## config.mk

```make
export PLATFORM = sky130hd
export DESIGN_NAME = reload_timer
export DESIGN_NICKNAME = d
export VERILOG_FILES = /design/src/common/timer_pkg.sv /design/src/verilog/timer_prescaler.sv /design/src/verilog/reload_timer.sv
export SDC_FILE = /design/constraint.sdc
export NUM_CORES = 1
export LEC_CHECK = 0
export BUFFER_PORTS_ARGS = -buffer_cell sky130_fd_sc_hd__buf_2
export CAP_MARGIN = 5
export CORE_MARGIN = 2
export CORE_UTILIZATION = 54
export CTS_CLUSTER_DIAMETER = 200
export CTS_CLUSTER_SIZE = 24
export DETAILED_ROUTE_END_ITERATION = 7
export PLACE_DENSITY = 0.72
export SYNTH_ARGS = -nofsm -noshare
export SYNTH_HDL_FRONTEND = slang
export SYNTH_SLANG_ARGS = --single-unit
```

## constraint.sdc

```tcl
create_clock -name clk_sys -period 1.6 [get_ports clk_sys]
set_input_delay 0 -clock clk_sys [delete_from_list [all_inputs] [get_ports clk_sys]]
set_output_delay 0 -clock clk_sys [all_outputs]
set_load 0.02 [all_outputs]
```

## src/common/timer_pkg.sv

```systemverilog
// Package for the reloading timer: register addresses, control bit positions,
// divider figures and the packed carriers shared by the timer and its prescaler.
// Assumes a byte-wide special-function register bus with single-cycle strobes.
package timer_pkg;

    // Special-function register addresses.
    localparam logic [7:0] ADDR_CONTROL = 8'hc8;
    localparam logic [7:0] ADDR_RELOAD_LO = 8'hca;
    localparam logic [7:0] ADDR_RELOAD_HI = 8'hcb;
    localparam logic [7:0] ADDR_COUNT_LO = 8'hcc;
    localparam logic [7:0] ADDR_COUNT_HI = 8'hcd;

    // Bit positions inside the control register.
    localparam logic [2:0] BIT_HIGH_FLAG = 3'h7;
    localparam logic [2:0] BIT_LOW_FLAG = 3'h6;
    localparam logic [2:0] BIT_LOW_IRQ_EN = 3'h5;
    localparam logic [2:0] BIT_SPLIT = 3'h3;
    localparam logic [2:0] BIT_RUN = 3'h2;
    localparam logic [2:0] BIT_XCLK = 3'h0;

    // Count limits.
    localparam logic [7:0] BYTE_MAX = 8'hff;
    localparam logic [15:0] WORD_MAX = 16'hffff;
    localparam logic [15:0] WORD_ONE = 16'h0001;
    localparam logic [7:0] BYTE_ONE = 8'h01;

    // Prescaler figures.
    localparam int SYS_DIVIDE = 12;
    localparam int EXT_DIVIDE = 8;
    localparam logic [3:0] SYS_DIV_LAST = 4'(SYS_DIVIDE - 1);
    localparam logic [2:0] EXT_DIV_LAST = 3'(EXT_DIVIDE - 1);
    localparam logic [3:0] SYS_DIV_ONE = 4'h1;
    localparam logic [2:0] EXT_DIV_ONE = 3'h1;

    // One register bus request; bit_wr writes wdata[0] to the bit addressed.
    typedef struct packed {
        logic rd;
        logic wr;
        logic bit_wr;
        logic [7:0] addr;
        logic [7:0] wdata;
    } sfr_req_t;

    typedef struct packed {
        logic [3:0] sys_cnt;
        logic [2:0] ext_cnt;
        logic ext_sync1;
        logic ext_sync2;
        logic ext_prev;
        logic tick_div12;
        logic tick_ext8;
    } prescale_state_t;

    typedef struct packed {
        logic high_overflow_flag;
        logic low_overflow_flag;
        logic low_overflow_irq_enable;
        logic split_mode_select;
        logic run_control;
        logic external_clock_select;
        logic [7:0] reload_low_byte;
        logic [7:0] reload_high_byte;
        logic [7:0] counter_low_byte;
        logic [7:0] counter_high_byte;
        logic [7:0] rdata;
    } timer_state_t;

    localparam prescale_state_t PRESCALE_RESET = '0;
    localparam timer_state_t TIMER_RESET = '0;

endpackage : timer_pkg

```

## src/verilog/timer_prescaler.sv

```systemverilog
// Prescaler for the reloading timer: one-cycle ticks at the system clock
// divided by 12 and at the external oscillator divided by 8.
// Assumes rst_n is already synchronous to clk_sys.
`timescale 1ns/100ps
module timer_prescaler (
    input wire logic clk_sys,
    input wire logic rst_n,
    input wire logic ext_clk,
    output logic tick_div12,
    output logic tick_ext8
);
    timer_pkg::prescale_state_t s_q;
    timer_pkg::prescale_state_t s_d;
    logic ext_rise;

    always_comb begin
        s_d = s_q;
        s_d.tick_div12 = 1'b0;
        s_d.tick_ext8 = 1'b0;
        if (s_q.sys_cnt == timer_pkg::SYS_DIV_LAST) begin
            s_d.sys_cnt = '0;
            s_d.tick_div12 = 1'b1;
        end else begin
            s_d.sys_cnt = s_q.sys_cnt + timer_pkg::SYS_DIV_ONE;
        end
        // The oscillator is brought in through two flops before its edges count.
        s_d.ext_sync1 = ext_clk;
        s_d.ext_sync2 = s_q.ext_sync1;
        s_d.ext_prev = s_q.ext_sync2;
        ext_rise = s_q.ext_sync2 && !s_q.ext_prev;
        if (ext_rise) begin
            s_d.ext_cnt = s_q.ext_cnt + timer_pkg::EXT_DIV_ONE;
            s_d.tick_ext8 = (s_q.ext_cnt == timer_pkg::EXT_DIV_LAST);
        end
    end

    always_ff @(posedge clk_sys or negedge rst_n) begin
        if (!rst_n) begin
            s_q <= timer_pkg::PRESCALE_RESET;
        end else begin
            s_q <= s_d;
        end
    end

    assign tick_div12 = s_q.tick_div12;
    assign tick_ext8 = s_q.tick_ext8;

endmodule : timer_prescaler

```

## src/verilog/reload_timer.sv

```systemverilog
// Reloading timer: one 16-bit counter or two 8-bit counters, each reloading
// from its own reload byte, with sticky overflow flags and one interrupt request.
// Assumes a byte-wide register bus synchronous to clk_sys; the timer interrupt
// enable and the per-byte clock selects arrive as plain levels from elsewhere.
//
// Notes on behaviour
// Control bit 3 picks 16-bit or split.
// Clocks: system, system/12, external/8 synchronised.
// 16-bit rollover loads reload, sets high flag.
// 16-bit overflow requests interrupt when enabled.
// Low-byte rollover also interrupts when enabled.
// Split: each byte reloads from its byte.
// Split: run gates high byte only.
// Per-byte select: system clock, else external select.
// Split: high byte rollover sets high flag.
// Low byte rollover sets low flag always.
// Split interrupts on high, optionally either byte.
// Flags cleared only by software writes.
// Software reads both flags to find source.
// Control register at 0xc8, bit-addressable, resets zero.
// External select: 0 system/12, 1 external/8.
// Bits 4 and 1 read zero, ignore writes.
// Run one counts, zero holds the value; in split mode it holds only the high byte.
// Request level follows enabled flags.
// Software counter write beats count or reload.
`timescale 1ns/100ps
module reload_timer (
    input wire logic clk_sys,
    input wire logic resetn,
    input wire timer_pkg::sfr_req_t sfr_req,
    output logic [7:0] sfr_rdata,
    input wire logic timer_irq_enable,
    input wire logic high_byte_system_clock_select,
    input wire logic low_byte_system_clock_select,
    input wire logic ext_clk,
    output logic irq_request
);
    logic [1:0] rst_sync_q;
    logic rst_n;
    logic tick_div12;
    logic tick_ext8;
    logic tick_lo;
    logic tick_hi;
    logic set_high;
    logic set_low;
    logic wr_ctrl;
    logic [15:0] count16;
    logic [15:0] reload16;
    timer_pkg::timer_state_t s_q;
    timer_pkg::timer_state_t s_d;

    always_ff @(posedge clk_sys or negedge resetn) begin
        if (!resetn) begin
            rst_sync_q <= 2'h0;
        end else begin
            rst_sync_q <= {rst_sync_q[0], 1'b1};
        end
    end
    assign rst_n = rst_sync_q[1];

    // Divided clock ticks.
    timer_prescaler u_prescaler (
        .clk_sys(clk_sys),
        .rst_n(rst_n),
        .ext_clk(ext_clk),
        .tick_div12(tick_div12),
        .tick_ext8(tick_ext8)
    );

    function automatic logic pick_tick(input logic sys_sel, input logic xclk,
                                       input logic div12, input logic ext8);
        // External select picks the divided source.
        pick_tick = sys_sel ? 1'b1 : (xclk ? ext8 : div12);
    endfunction : pick_tick

    // Per-byte clock selection.
    assign tick_lo = pick_tick(low_byte_system_clock_select, s_q.external_clock_select,
                               tick_div12, tick_ext8);
    assign tick_hi = pick_tick(high_byte_system_clock_select, s_q.external_clock_select,
                               tick_div12, tick_ext8);
    assign count16 = {s_q.counter_high_byte, s_q.counter_low_byte};
    assign reload16 = {s_q.reload_high_byte, s_q.reload_low_byte};
    assign wr_ctrl = (sfr_req.wr && sfr_req.addr == timer_pkg::ADDR_CONTROL)
                     || (sfr_req.bit_wr && sfr_req.addr[7:3] == timer_pkg::ADDR_CONTROL[7:3]);

    always_comb begin
        s_d = s_q;
        set_high = 1'b0;
        set_low = 1'b0;
        // Mode choice by split bit.
        if (!s_q.split_mode_select) begin
            // Run gates the whole word.
            if (s_q.run_control && tick_lo) begin
                if (count16 == timer_pkg::WORD_MAX) begin
                    // Word rollover reloads.
                    {s_d.counter_high_byte, s_d.counter_low_byte} = reload16;
                    set_high = 1'b1;
                    set_low = 1'b1;
                end else begin
                    {s_d.counter_high_byte, s_d.counter_low_byte} = count16 + timer_pkg::WORD_ONE;
                    // Low byte rollover flagged.
                    set_low = (s_q.counter_low_byte == timer_pkg::BYTE_MAX);
                end
            end
        end else begin
            // Low byte always runs.
            if (tick_lo) begin
                // Low byte reloads alone.
                if (s_q.counter_low_byte == timer_pkg::BYTE_MAX) begin
                    s_d.counter_low_byte = s_q.reload_low_byte;
                    set_low = 1'b1;
                end else begin
                    s_d.counter_low_byte = s_q.counter_low_byte + timer_pkg::BYTE_ONE;
                end
            end
            if (s_q.run_control && tick_hi) begin
                // High byte rollover flagged.
                if (s_q.counter_high_byte == timer_pkg::BYTE_MAX) begin
                    s_d.counter_high_byte = s_q.reload_high_byte;
                    set_high = 1'b1;
                end else begin
                    s_d.counter_high_byte = s_q.counter_high_byte + timer_pkg::BYTE_ONE;
                end
            end
        end
        // Software writes override the count.
        if (sfr_req.wr) begin
            case (sfr_req.addr)
                timer_pkg::ADDR_CONTROL: begin
                    // Bits 4 and 1 are not stored.
                    s_d.high_overflow_flag = sfr_req.wdata[timer_pkg::BIT_HIGH_FLAG];
                    s_d.low_overflow_flag = sfr_req.wdata[timer_pkg::BIT_LOW_FLAG];
                    s_d.low_overflow_irq_enable = sfr_req.wdata[timer_pkg::BIT_LOW_IRQ_EN];
                    s_d.split_mode_select = sfr_req.wdata[timer_pkg::BIT_SPLIT];
                    s_d.run_control = sfr_req.wdata[timer_pkg::BIT_RUN];
                    s_d.external_clock_select = sfr_req.wdata[timer_pkg::BIT_XCLK];
                end
                timer_pkg::ADDR_RELOAD_LO: s_d.reload_low_byte = sfr_req.wdata;
                timer_pkg::ADDR_RELOAD_HI: s_d.reload_high_byte = sfr_req.wdata;
                timer_pkg::ADDR_COUNT_LO: s_d.counter_low_byte = sfr_req.wdata;
                timer_pkg::ADDR_COUNT_HI: s_d.counter_high_byte = sfr_req.wdata;
                default: begin
                end
            endcase
        end
        // Single-bit writes to the control register.
        if (sfr_req.bit_wr && sfr_req.addr[7:3] == timer_pkg::ADDR_CONTROL[7:3]) begin
            case (sfr_req.addr[2:0])
                timer_pkg::BIT_HIGH_FLAG: s_d.high_overflow_flag = sfr_req.wdata[0];
                timer_pkg::BIT_LOW_FLAG: s_d.low_overflow_flag = sfr_req.wdata[0];
                timer_pkg::BIT_LOW_IRQ_EN: s_d.low_overflow_irq_enable = sfr_req.wdata[0];
                timer_pkg::BIT_SPLIT: s_d.split_mode_select = sfr_req.wdata[0];
                timer_pkg::BIT_RUN: s_d.run_control = sfr_req.wdata[0];
                timer_pkg::BIT_XCLK: s_d.external_clock_select = sfr_req.wdata[0];
                default: begin
                end
            endcase
        end
        // Hardware only sets; a set beats a clear.
        s_d.high_overflow_flag = s_d.high_overflow_flag | set_high;
        s_d.low_overflow_flag = s_d.low_overflow_flag | set_low;
        if (sfr_req.rd) begin
            case (sfr_req.addr)
                timer_pkg::ADDR_CONTROL: s_d.rdata = {s_q.high_overflow_flag,
                    s_q.low_overflow_flag, s_q.low_overflow_irq_enable, 1'b0,
                    s_q.split_mode_select, s_q.run_control, 1'b0,
                    s_q.external_clock_select};
                timer_pkg::ADDR_RELOAD_LO: s_d.rdata = s_q.reload_low_byte;
                timer_pkg::ADDR_RELOAD_HI: s_d.rdata = s_q.reload_high_byte;
                timer_pkg::ADDR_COUNT_LO: s_d.rdata = s_q.counter_low_byte;
                timer_pkg::ADDR_COUNT_HI: s_d.rdata = s_q.counter_high_byte;
                default: s_d.rdata = '0;
            endcase
        end
    end

    always_ff @(posedge clk_sys or negedge rst_n) begin
        if (!rst_n) begin
            s_q <= timer_pkg::TIMER_RESET;
        end else begin
            s_q <= s_d;
        end
    end

    assign sfr_rdata = s_q.rdata;
    // Shared request level.
    assign irq_request = timer_irq_enable && (s_q.high_overflow_flag
                         || (s_q.low_overflow_flag && s_q.low_overflow_irq_enable));

    logic wr_lo;
    logic wr_hi;
    assign wr_lo = sfr_req.wr && sfr_req.addr == timer_pkg::ADDR_COUNT_LO;
    assign wr_hi = sfr_req.wr && sfr_req.addr == timer_pkg::ADDR_COUNT_HI;

    // Word rollover reload.
    a_word_reload: assert property (@(posedge clk_sys) disable iff (!rst_n)
        (!s_q.split_mode_select && s_q.run_control && tick_lo && count16 == 16'hffff
         && !wr_lo && !wr_hi && !wr_ctrl)
        |=> (count16 == $past(reload16)) && s_q.high_overflow_flag && s_q.low_overflow_flag)
        else $error("word rollover did not reload and flag");

    // Halted counter holds.
    a_halt_holds: assert property (@(posedge clk_sys) disable iff (!rst_n)
        (!s_q.split_mode_select && !s_q.run_control && !wr_lo && !wr_hi && !wr_ctrl)
        |=> $stable(count16))
        else $error("halted counter moved");

    // Split low byte ignores run.
    a_split_low_runs: assert property (@(posedge clk_sys) disable iff (!rst_n)
        (s_q.split_mode_select && !s_q.run_control && low_byte_system_clock_select
         && s_q.counter_low_byte != 8'hff && !wr_lo && !wr_ctrl)
        |=> s_q.counter_low_byte == $past(s_q.counter_low_byte) + 8'h01)
        else $error("split low byte did not count");

    // Split low byte reload.
    a_split_low_reload: assert property (@(posedge clk_sys) disable iff (!rst_n)
        (s_q.split_mode_select && tick_lo && s_q.counter_low_byte == 8'hff && !wr_lo && !wr_ctrl)
        |=> s_q.counter_low_byte == $past(s_q.reload_low_byte) && s_q.low_overflow_flag)
        else $error("split low byte did not reload");

    // Split high rollover flags.
    a_split_high_flag: assert property (@(posedge clk_sys) disable iff (!rst_n)
        (s_q.split_mode_select && s_q.run_control && tick_hi
         && s_q.counter_high_byte == 8'hff && !wr_hi && !wr_ctrl)
        |=> s_q.high_overflow_flag && s_q.counter_high_byte == $past(s_q.reload_high_byte))
        else $error("split high rollover missed");

    // Split high overflow requests.
    a_split_irq: assert property (@(posedge clk_sys) disable iff (!rst_n)
        (s_q.split_mode_select && s_q.run_control && tick_hi && timer_irq_enable
         && s_q.counter_high_byte == 8'hff && !wr_ctrl) ##1 timer_irq_enable
        |-> irq_request)
        else $error("split overflow gave no request");

    // Low rollover request when enabled.
    a_low_irq: assert property (@(posedge clk_sys) disable iff (!rst_n)
        (set_low && !wr_ctrl) ##1 (s_q.low_overflow_irq_enable && timer_irq_enable)
        |-> irq_request)
        else $error("low rollover gave no request");

    // High flag stays until written.
    a_flag_sticky: assert property (@(posedge clk_sys) disable iff (!rst_n)
        (s_q.high_overflow_flag && !wr_ctrl) |=> s_q.high_overflow_flag)
        else $error("high flag cleared by hardware");

    // Unused bits read zero.
    a_unused_zero: assert property (@(posedge clk_sys) disable iff (!rst_n)
        (sfr_req.rd && sfr_req.addr == timer_pkg::ADDR_CONTROL)
        |=> sfr_rdata[4] == 1'b0 && sfr_rdata[1] == 1'b0)
        else $error("unused control bit read as one");

    // Write wins over count.
    a_write_wins: assert property (@(posedge clk_sys) disable iff (!rst_n)
        wr_lo |=> s_q.counter_low_byte == $past(sfr_req.wdata))
        else $error("counter write lost");

    // Eight quiet cycles after each divide-by-12 tick.
    a_div12_gap: assert property (@(posedge clk_sys) disable iff (!rst_n)
        tick_div12 |=> (!tick_div12) [*8])
        else $error("system divider tick too soon");

    c_word_over: cover property (@(posedge clk_sys) disable iff (!rst_n)
        !s_q.split_mode_select && s_q.run_control && tick_lo && count16 == 16'hffff);
    c_split_both: cover property (@(posedge clk_sys) disable iff (!rst_n)
        s_q.split_mode_select && set_low && set_high);
    c_irq_rise: cover property (@(posedge clk_sys) disable iff (!rst_n) $rose(irq_request));

endmodule : reload_timer

```

==> flow_metrics.env, run 1 <==
export IMPL_status="finished with violations"
export IMPL_violations="negative setup slack"
export IMPL_fill_cells=483
export IMPL_antennaDiodeCount=0
export IMPL_p_per_area_mw_per_mm2=943.7
export IMPL_ff2ff_path_depth=8
export IMPL_r2r_setup_slack_ns=-0.34
export IMPL_p_sw_share_pct=34.94
export IMPL_cts_tree="built"
export IMPL_final_nets=575
export IMPL_pwr_share_clk_pct=28.5
export IMPL_drive_above_1_share_pct=42.73
export IMPL_final_cells=646
export IMPL_yosysTopAreaCell="dfrtp_1"
export IMPL_syn_cell_area_mm2=0.003776
export IMPL_grt_overflow=0
export IMPL_io_buffers=33
export IMPL_via_count=4091
export IMPL_hold_path_cell_count=3
export IMPL_grt_pass1_wl_um=20760
export IMPL_grt_total_usage_pct=36.78
export IMPL_ys_ff_latch=60
export IMPL_post_synth_top_area_fraction_pct=39.76
export IMPL_cts_clk_slew_worst_paths_ns=0.08
export IMPL_synth_seq_area_share_pct=39.76
export IMPL_p_leak_nw=2.384
export IMPL_chipWidth_um=87.63
export IMPL_worst_setup_path_start_kind="flop"
export IMPL_layout_common_cells="buf_4, dfrtp_1, nor2_1"
export IMPL_final_common_cell="buf_4"
export IMPL_rsz0062_at_grt="yes"
export IMPL_grt_max_degree=35
export IMPL_hold_viol=0
export IMPL_synth_cells=415
export IMPL_path_max_fanout=5
export IMPL_period_share_pct=121.5
export IMPL_finalCriticalPeriod_ns=1.944
export IMPL_final_area_mm2=0.005256
export IMPL_peakVddDrop_v=0.0006260
export IMPL_synth_distinct_cells=67
export IMPL_cp_end_kind="flop"
export IMPL_drtIter0Drc=344
export IMPL_ant_nets=0
export IMPL_hp_class="input pin to flop"
export IMPL_synth_edf_count=0
export IMPL_cts_max_level=3
export IMPL_setup_violations=17
export IMPL_ctsRootBufferMaster="clkbuf_8"
export IMPL_p_sw_mw=1.733
export IMPL_core_area_mm2=0.006794
export IMPL_yosysWarnings=0
export IMPL_p_seq_share_pct=39.2
export IMPL_dp_hpwl_um=10030
export IMPL_synth_area_top_cells="dfrtp_1, mux2_2, o21ai_0"
export IMPL_crit_arrival_ns=2.19
export IMPL_total_power_mw=4.960
export IMPL_path_class="flop to flop"
export IMPL_pin_count=34
export IMPL_rows=30
export IMPL_wirelength_um=13740
export IMPL_initial_core_util_pct=55.58
export IMPL_async_flop_share_pct=100.0
export IMPL_required_ns=1.85
export IMPL_finalWeightedCongestion=0.9707
export IMPL_syn_area_per_cell_um2=9.099
export IMPL_crit_end="count16[5]"
export IMPL_syn_to_final_growth_pct=39.20
export IMPL_drc=0
export IMPL_drv_slew=0
export IMPL_cts_buffers=9
export IMPL_die_area_mm2=0.007678
export IMPL_place_inst=607
export IMPL_firstDrtPassIters=5
export IMPL_fin_ws_ns=-0.3440
export IMPL_ys_flop_type="dfrtp_1"
export IMPL_clk_latency_ns=0.36
export IMPL_placed_area_mm2=0.004622
export IMPL_cellInternalPower_mw=3.227
export IMPL_vias_per_cell=6.333
export IMPL_fin_skew_ns=0.007270
export IMPL_timing_rr_end="count16[5]"
export IMPL_crit_start="count16[1]"
export IMPL_grt_pass1_vias=3871
export IMPL_final_util_pct=77.37
export IMPL_max_freq_mhz=514.4
export IMPL_synth_nets=445
export IMPL_rr_startpoint="count16[1]"
export IMPL_antenna_found_initial=0
export IMPL_drv_cap=0
export IMPL_die_h_um=87.63
export IMPL_comb_power_share_pct=32.3
export IMPL_clockBufferDepth=2
export IMPL_wire_per_inst_um=21.26
export IMPL_clock_sinks=60
-- cells in the mapped netlist (4+ instances only) --
cell / count
nor2_1: 36
a31oi_1: 16
a31o_2: 4
buf_4: 9
clkbuf_1: 12
o211ai_1: 5
clkbuf_8: 4
a22oi_1: 11
nand4_1: 4
mux2i_1: 8
nand3_1: 24
dfrtp_1: 60
o21ai_0: 33
a211oi_1: 7
and2_1: 5
a21oi_1: 28
nor3_1: 11
ha_1: 5
mux2_2: 22
inv_1: 9
nand2_1: 35
-- critical path, cell delays in order (launching register included) --
cell      delay, ns
dfrtp_1        0.40
ha_4           0.17
nand4_4        0.10
buf_6          0.15
or4_4          0.49
buf_12         0.17
o211ai_1       0.15
nand3_1        0.09
o21a_1         0.11
-- repair_timing --
item / 4_1_cts / 5_1_grt
pin swaps: 18 / 22
buffers inserted: 6 / 6
gates resized for setup: 27 / 22
setup endpoints to repair: 17 / 20
endpoints found under the hold margin: 25 / 0
hold buffers: 11 / 0
gates cloned: 0 / 0
-- worst min-delay path by stage --
stage	start	endpoint	slack, ns
3_3_place_gp	resetn	rst_sync_q[0]	-0.22
2_1_floorplan	resetn	rst_sync_q[0]	-0.30
5_1_grt	sfr_req[0]	count16[0]	0.02
6_report	sfr_req[0]	count16[0]	0.01
4_1_cts	sfr_req[0]	count16[0]	0.007
3_5_place_dp	resetn	rst_sync_q[0]	-0.21
-- flip-flops by register name, indices dropped and copies added (netlist names) --
register and cells:
u_prescaler.tick_ext8 1, u_prescaler.s_q 8, s_q 6, u_prescaler.s_d 2, count16 16, sfr_rdata 8, u_prescaler.tick_div12 1, rst_sync_q 2
reload16 16
-- cells by family after synthesis --
logic type,after synthesis,synth area share (%)
simple gates,144,19.28
compound gates,131,22.43
flops,60,39.76
buf+inv,40,7.157
mux,30,8.681
fa+ha+maj,5,1.657
xor+xnor,4,0.9279
other cells,1,0.09931
-- power groups by stage --
stage | Combinational (mW) | Sequential (mW) | Clock (mW)
floorplan | 0.765 | 1.94 | 0
global placement | 1.37 | 1.93 | 0
detailed placement | 1.39 | 1.95 | 0
CTS | 1.50 | 1.93 | 1.42
global route | 1.72 | 1.96 | 1.49
finish | 1.60 | 1.94 | 1.41
-- cell type report --
| type | instances | area [um2] | share of cell area [%] |
|---|---|---|---|
| well taps | 96 | 120.1 | 2.285 |
| repair buffers | 150 | 1127 | 21.45 |
| clock inverters | 7 | 75.07 | 1.428 |
| flip-flops and latches | 60 | 1513 | 28.78 |
| inverters | 9 | 33.78 | 0.6427 |
| multi-input cells | 315 | 2263 | 43.06 |
| clock buffers | 9 | 123.9 | 2.357 |
-- per-stage QoR --
stage               setup TNS, ns  hold slack (ns)  setup WS [ns]
floorplan                  -2.716          -0.2956        -0.3355
global placement           -4.530          -0.2159        -0.2689
detailed placement         -5.067          -0.2148        -0.3941
CTS                        -3.615         0.007295        -0.3140
global route               -5.265          0.02396        -0.4173
finish                     -3.955          0.01194        -0.3440
-- routing by layer --
metal,GRT usage (%),part of all wire [%],routed length [um],up-vias
met5,0,0,0,-
met4,24.20,6.9,953,0
met3,5.655,8.1,1110,78
met2,58.75,46,6333,241
met1,46.19,39,5338,1957
li1,-,-,-,1815
Power figures use the tool's default switching activity.
==> run 2: changes to the inputs <==
--- a/config.mk
+++ b/config.mk
@@ -8,11 +8,11 @@
 export BUFFER_PORTS_ARGS = -buffer_cell sky130_fd_sc_hd__buf_2
 export CAP_MARGIN = 5
 export CORE_MARGIN = 2
-export CORE_UTILIZATION = 54
+export CORE_UTILIZATION = 39
 export CTS_CLUSTER_DIAMETER = 200
 export CTS_CLUSTER_SIZE = 24
 export DETAILED_ROUTE_END_ITERATION = 7
-export PLACE_DENSITY = 0.72
+export PLACE_DENSITY = 0.54
 export SYNTH_ARGS = -nofsm -noshare
 export SYNTH_HDL_FRONTEND = slang
 export SYNTH_SLANG_ARGS = --single-unit
==> flow_metrics.env, run 2 (synthesized netlist as in run 1, its figures left out) <==
export IMPL_top_layer="met4"
export IMPL_via_count=3810
export IMPL_wirelength_um=13460
export IMPL_drtIter0Drc=279
export IMPL_timing_setup_tns_ns=-3.709
export IMPL_wl_met3_um=558
export IMPL_fill_cells=847
export IMPL_dp_hpwl_um=10190
export IMPL_place_inst=639
export IMPL_drv_slew=0
export IMPL_clock_sinks=60
export IMPL_drc=0
export IMPL_fin_ws_ns=-0.3185
export IMPL_period_share_pct=119.9
export IMPL_clockBufferDepth=2
export IMPL_critPathBufInv=1
export IMPL_final_nets=570
export IMPL_rows=35
export IMPL_fin_skew_ns=0.007841
export IMPL_path_max_fanout=8
export IMPL_layout_common_cells="buf_4, dfrtp_1, nand2_1"
export IMPL_crit_chain="ha_4, nand4_4, buf_6, or4_4, a21oi_2, nor4b_1, a211o_1"
export IMPL_required_ns=1.84
export IMPL_chipWidth_um=102.4
export IMPL_grt_total_usage_pct=27.07
export IMPL_hold_viol=0
export IMPL_initial_core_util_pct=40.48
export IMPL_cts_max_level=3
export IMPL_m1WireLength_um=5996
export IMPL_worst_setup_path_start_kind="flop"
export IMPL_antennaDiodeCount=0
export IMPL_violations="negative setup slack"
export IMPL_drive_above_1_share_pct=40.73
export IMPL_grt_overflow=0
export IMPL_vias_per_cell=5.653
export IMPL_timing_hold_ws_ns=0.01959
export IMPL_grt_pass1_wl_um=20710
export IMPL_io_buffers=33
export IMPL_clk_latency_ns=0.35
export IMPL_max_freq_mhz=521.2
export IMPL_ant_nets=0
export IMPL_syn_to_final_growth_pct=39.60
export IMPL_slowest_stage="or4_4"
export IMPL_status="finished with violations"
export IMPL_drv_cap=0
export IMPL_cts_tree="built"
export IMPL_finalWeightedCongestion=0.9423
export IMPL_p_per_area_mw_per_mm2=996.0
export IMPL_final_cells=674
export IMPL_rsz0062_at_grt="yes"
export IMPL_firstDrtPassIters=5
export IMPL_grt_max_degree=29
export IMPL_peakVddDrop_v=0.0004732
export IMPL_crit_arrival_ns=2.16
export IMPL_critPathMaxStageDelay_ns=0.51
export IMPL_wire_per_inst_um=19.96
export IMPL_pin_count=34
export IMPL_core_area_mm2=0.009328
export IMPL_finalCriticalPeriod_ns=1.919
export IMPL_cp_end_kind="flop"
export IMPL_setup_violations=18
export IMPL_critical_path_top_delay_family="simple AND/OR/NAND/NOR gates"
export IMPL_path_class="flop to flop"
export IMPL_die_h_um=102.4
export IMPL_hp_class="input pin to flop"
export IMPL_p_leak_nw=2.337
export IMPL_ctsRootBufferMaster="clkbuf_8"
export IMPL_grt_pass1_vias=3729
export IMPL_final_common_cell="buf_4"
export IMPL_cts_clk_slew_worst_paths_ns=0.08
export IMPL_wl_met2_um=6333
export IMPL_antenna_found_initial=0
export IMPL_cts_buffers=9
export IMPL_die_area_mm2=0.01049
-- run 2: cell type report --
cell class	instances	area, um2	area share, %
multi-input combinational	315	2230	42.30
sequential	60	1510	28.65
timing repair buffer	145	1097	20.82
tap	129	161.4	3.062
clock buffer	10	127.6	2.421
clock inverter	6	111.4	2.113
inverter	9	33.78	0.6409
-- run 2: worst min-delay path, cell delays in order --
cell	delay [ns]
buf_2	0.20
nand2_1	0.09
nand2_1	0.04
-- run 2: power breakdown --
group          total [mW]  internal, mW  switching [mW]
logic                1.59         0.818           0.774
clock network        1.71          1.04           0.674
registers            1.95          1.72           0.228
total                5.25          3.57            1.68
-- run 2: metal layers --
metal / global-route usage, % / vias up
met5: 0 / -
met4: 12.82 / 0
met3: 4.309 / 37
met2: 43.32 / 133
met1: 35.93 / 1840
li1: - / 1800
-- run 2: per-stage QoR --
stage	utilization (%)	setup slack, ns	instance area [um2]	power (mW)
floorplan	-	-0.3355	3852	2.709
global placement	50.18	-0.2631	4681	3.341
detailed placement	50.18	-0.3104	4681	3.355
CTS	55.61	-0.2841	5187	5.191
global route	56.51	-0.3906	5271	5.496
finish	56.51	-0.3185	5271	5.250
-- run 2: repair_timing --
item                       4_1_cts  5_1_grt
gates resized for setup         32       12
pin swaps                       22        9
hold buffers                    11        0
setup buffers                    3        5
hold endpoints to repair        21        0
setup endpoints to repair       18       19
-- run 2: worst paths after layout --
kind                                from  cells after the start                    end  slack [ns]
max in group asynchronous  rst_sync_q[1]                      2           reload16[15]        0.70
setup / recovery              count16[1]                      7            count16[15]       -0.32
min in group asynchronous  rst_sync_q[1]                      0  u_prescaler.tick_ext8        0.18
setup reg to reg              count16[1]                      7            count16[15]       -0.32
hold reg to reg            rst_sync_q[1]                      0  u_prescaler.tick_ext8        0.18
hold / removal                sfr_req[0]                      3             count16[0]        0.02
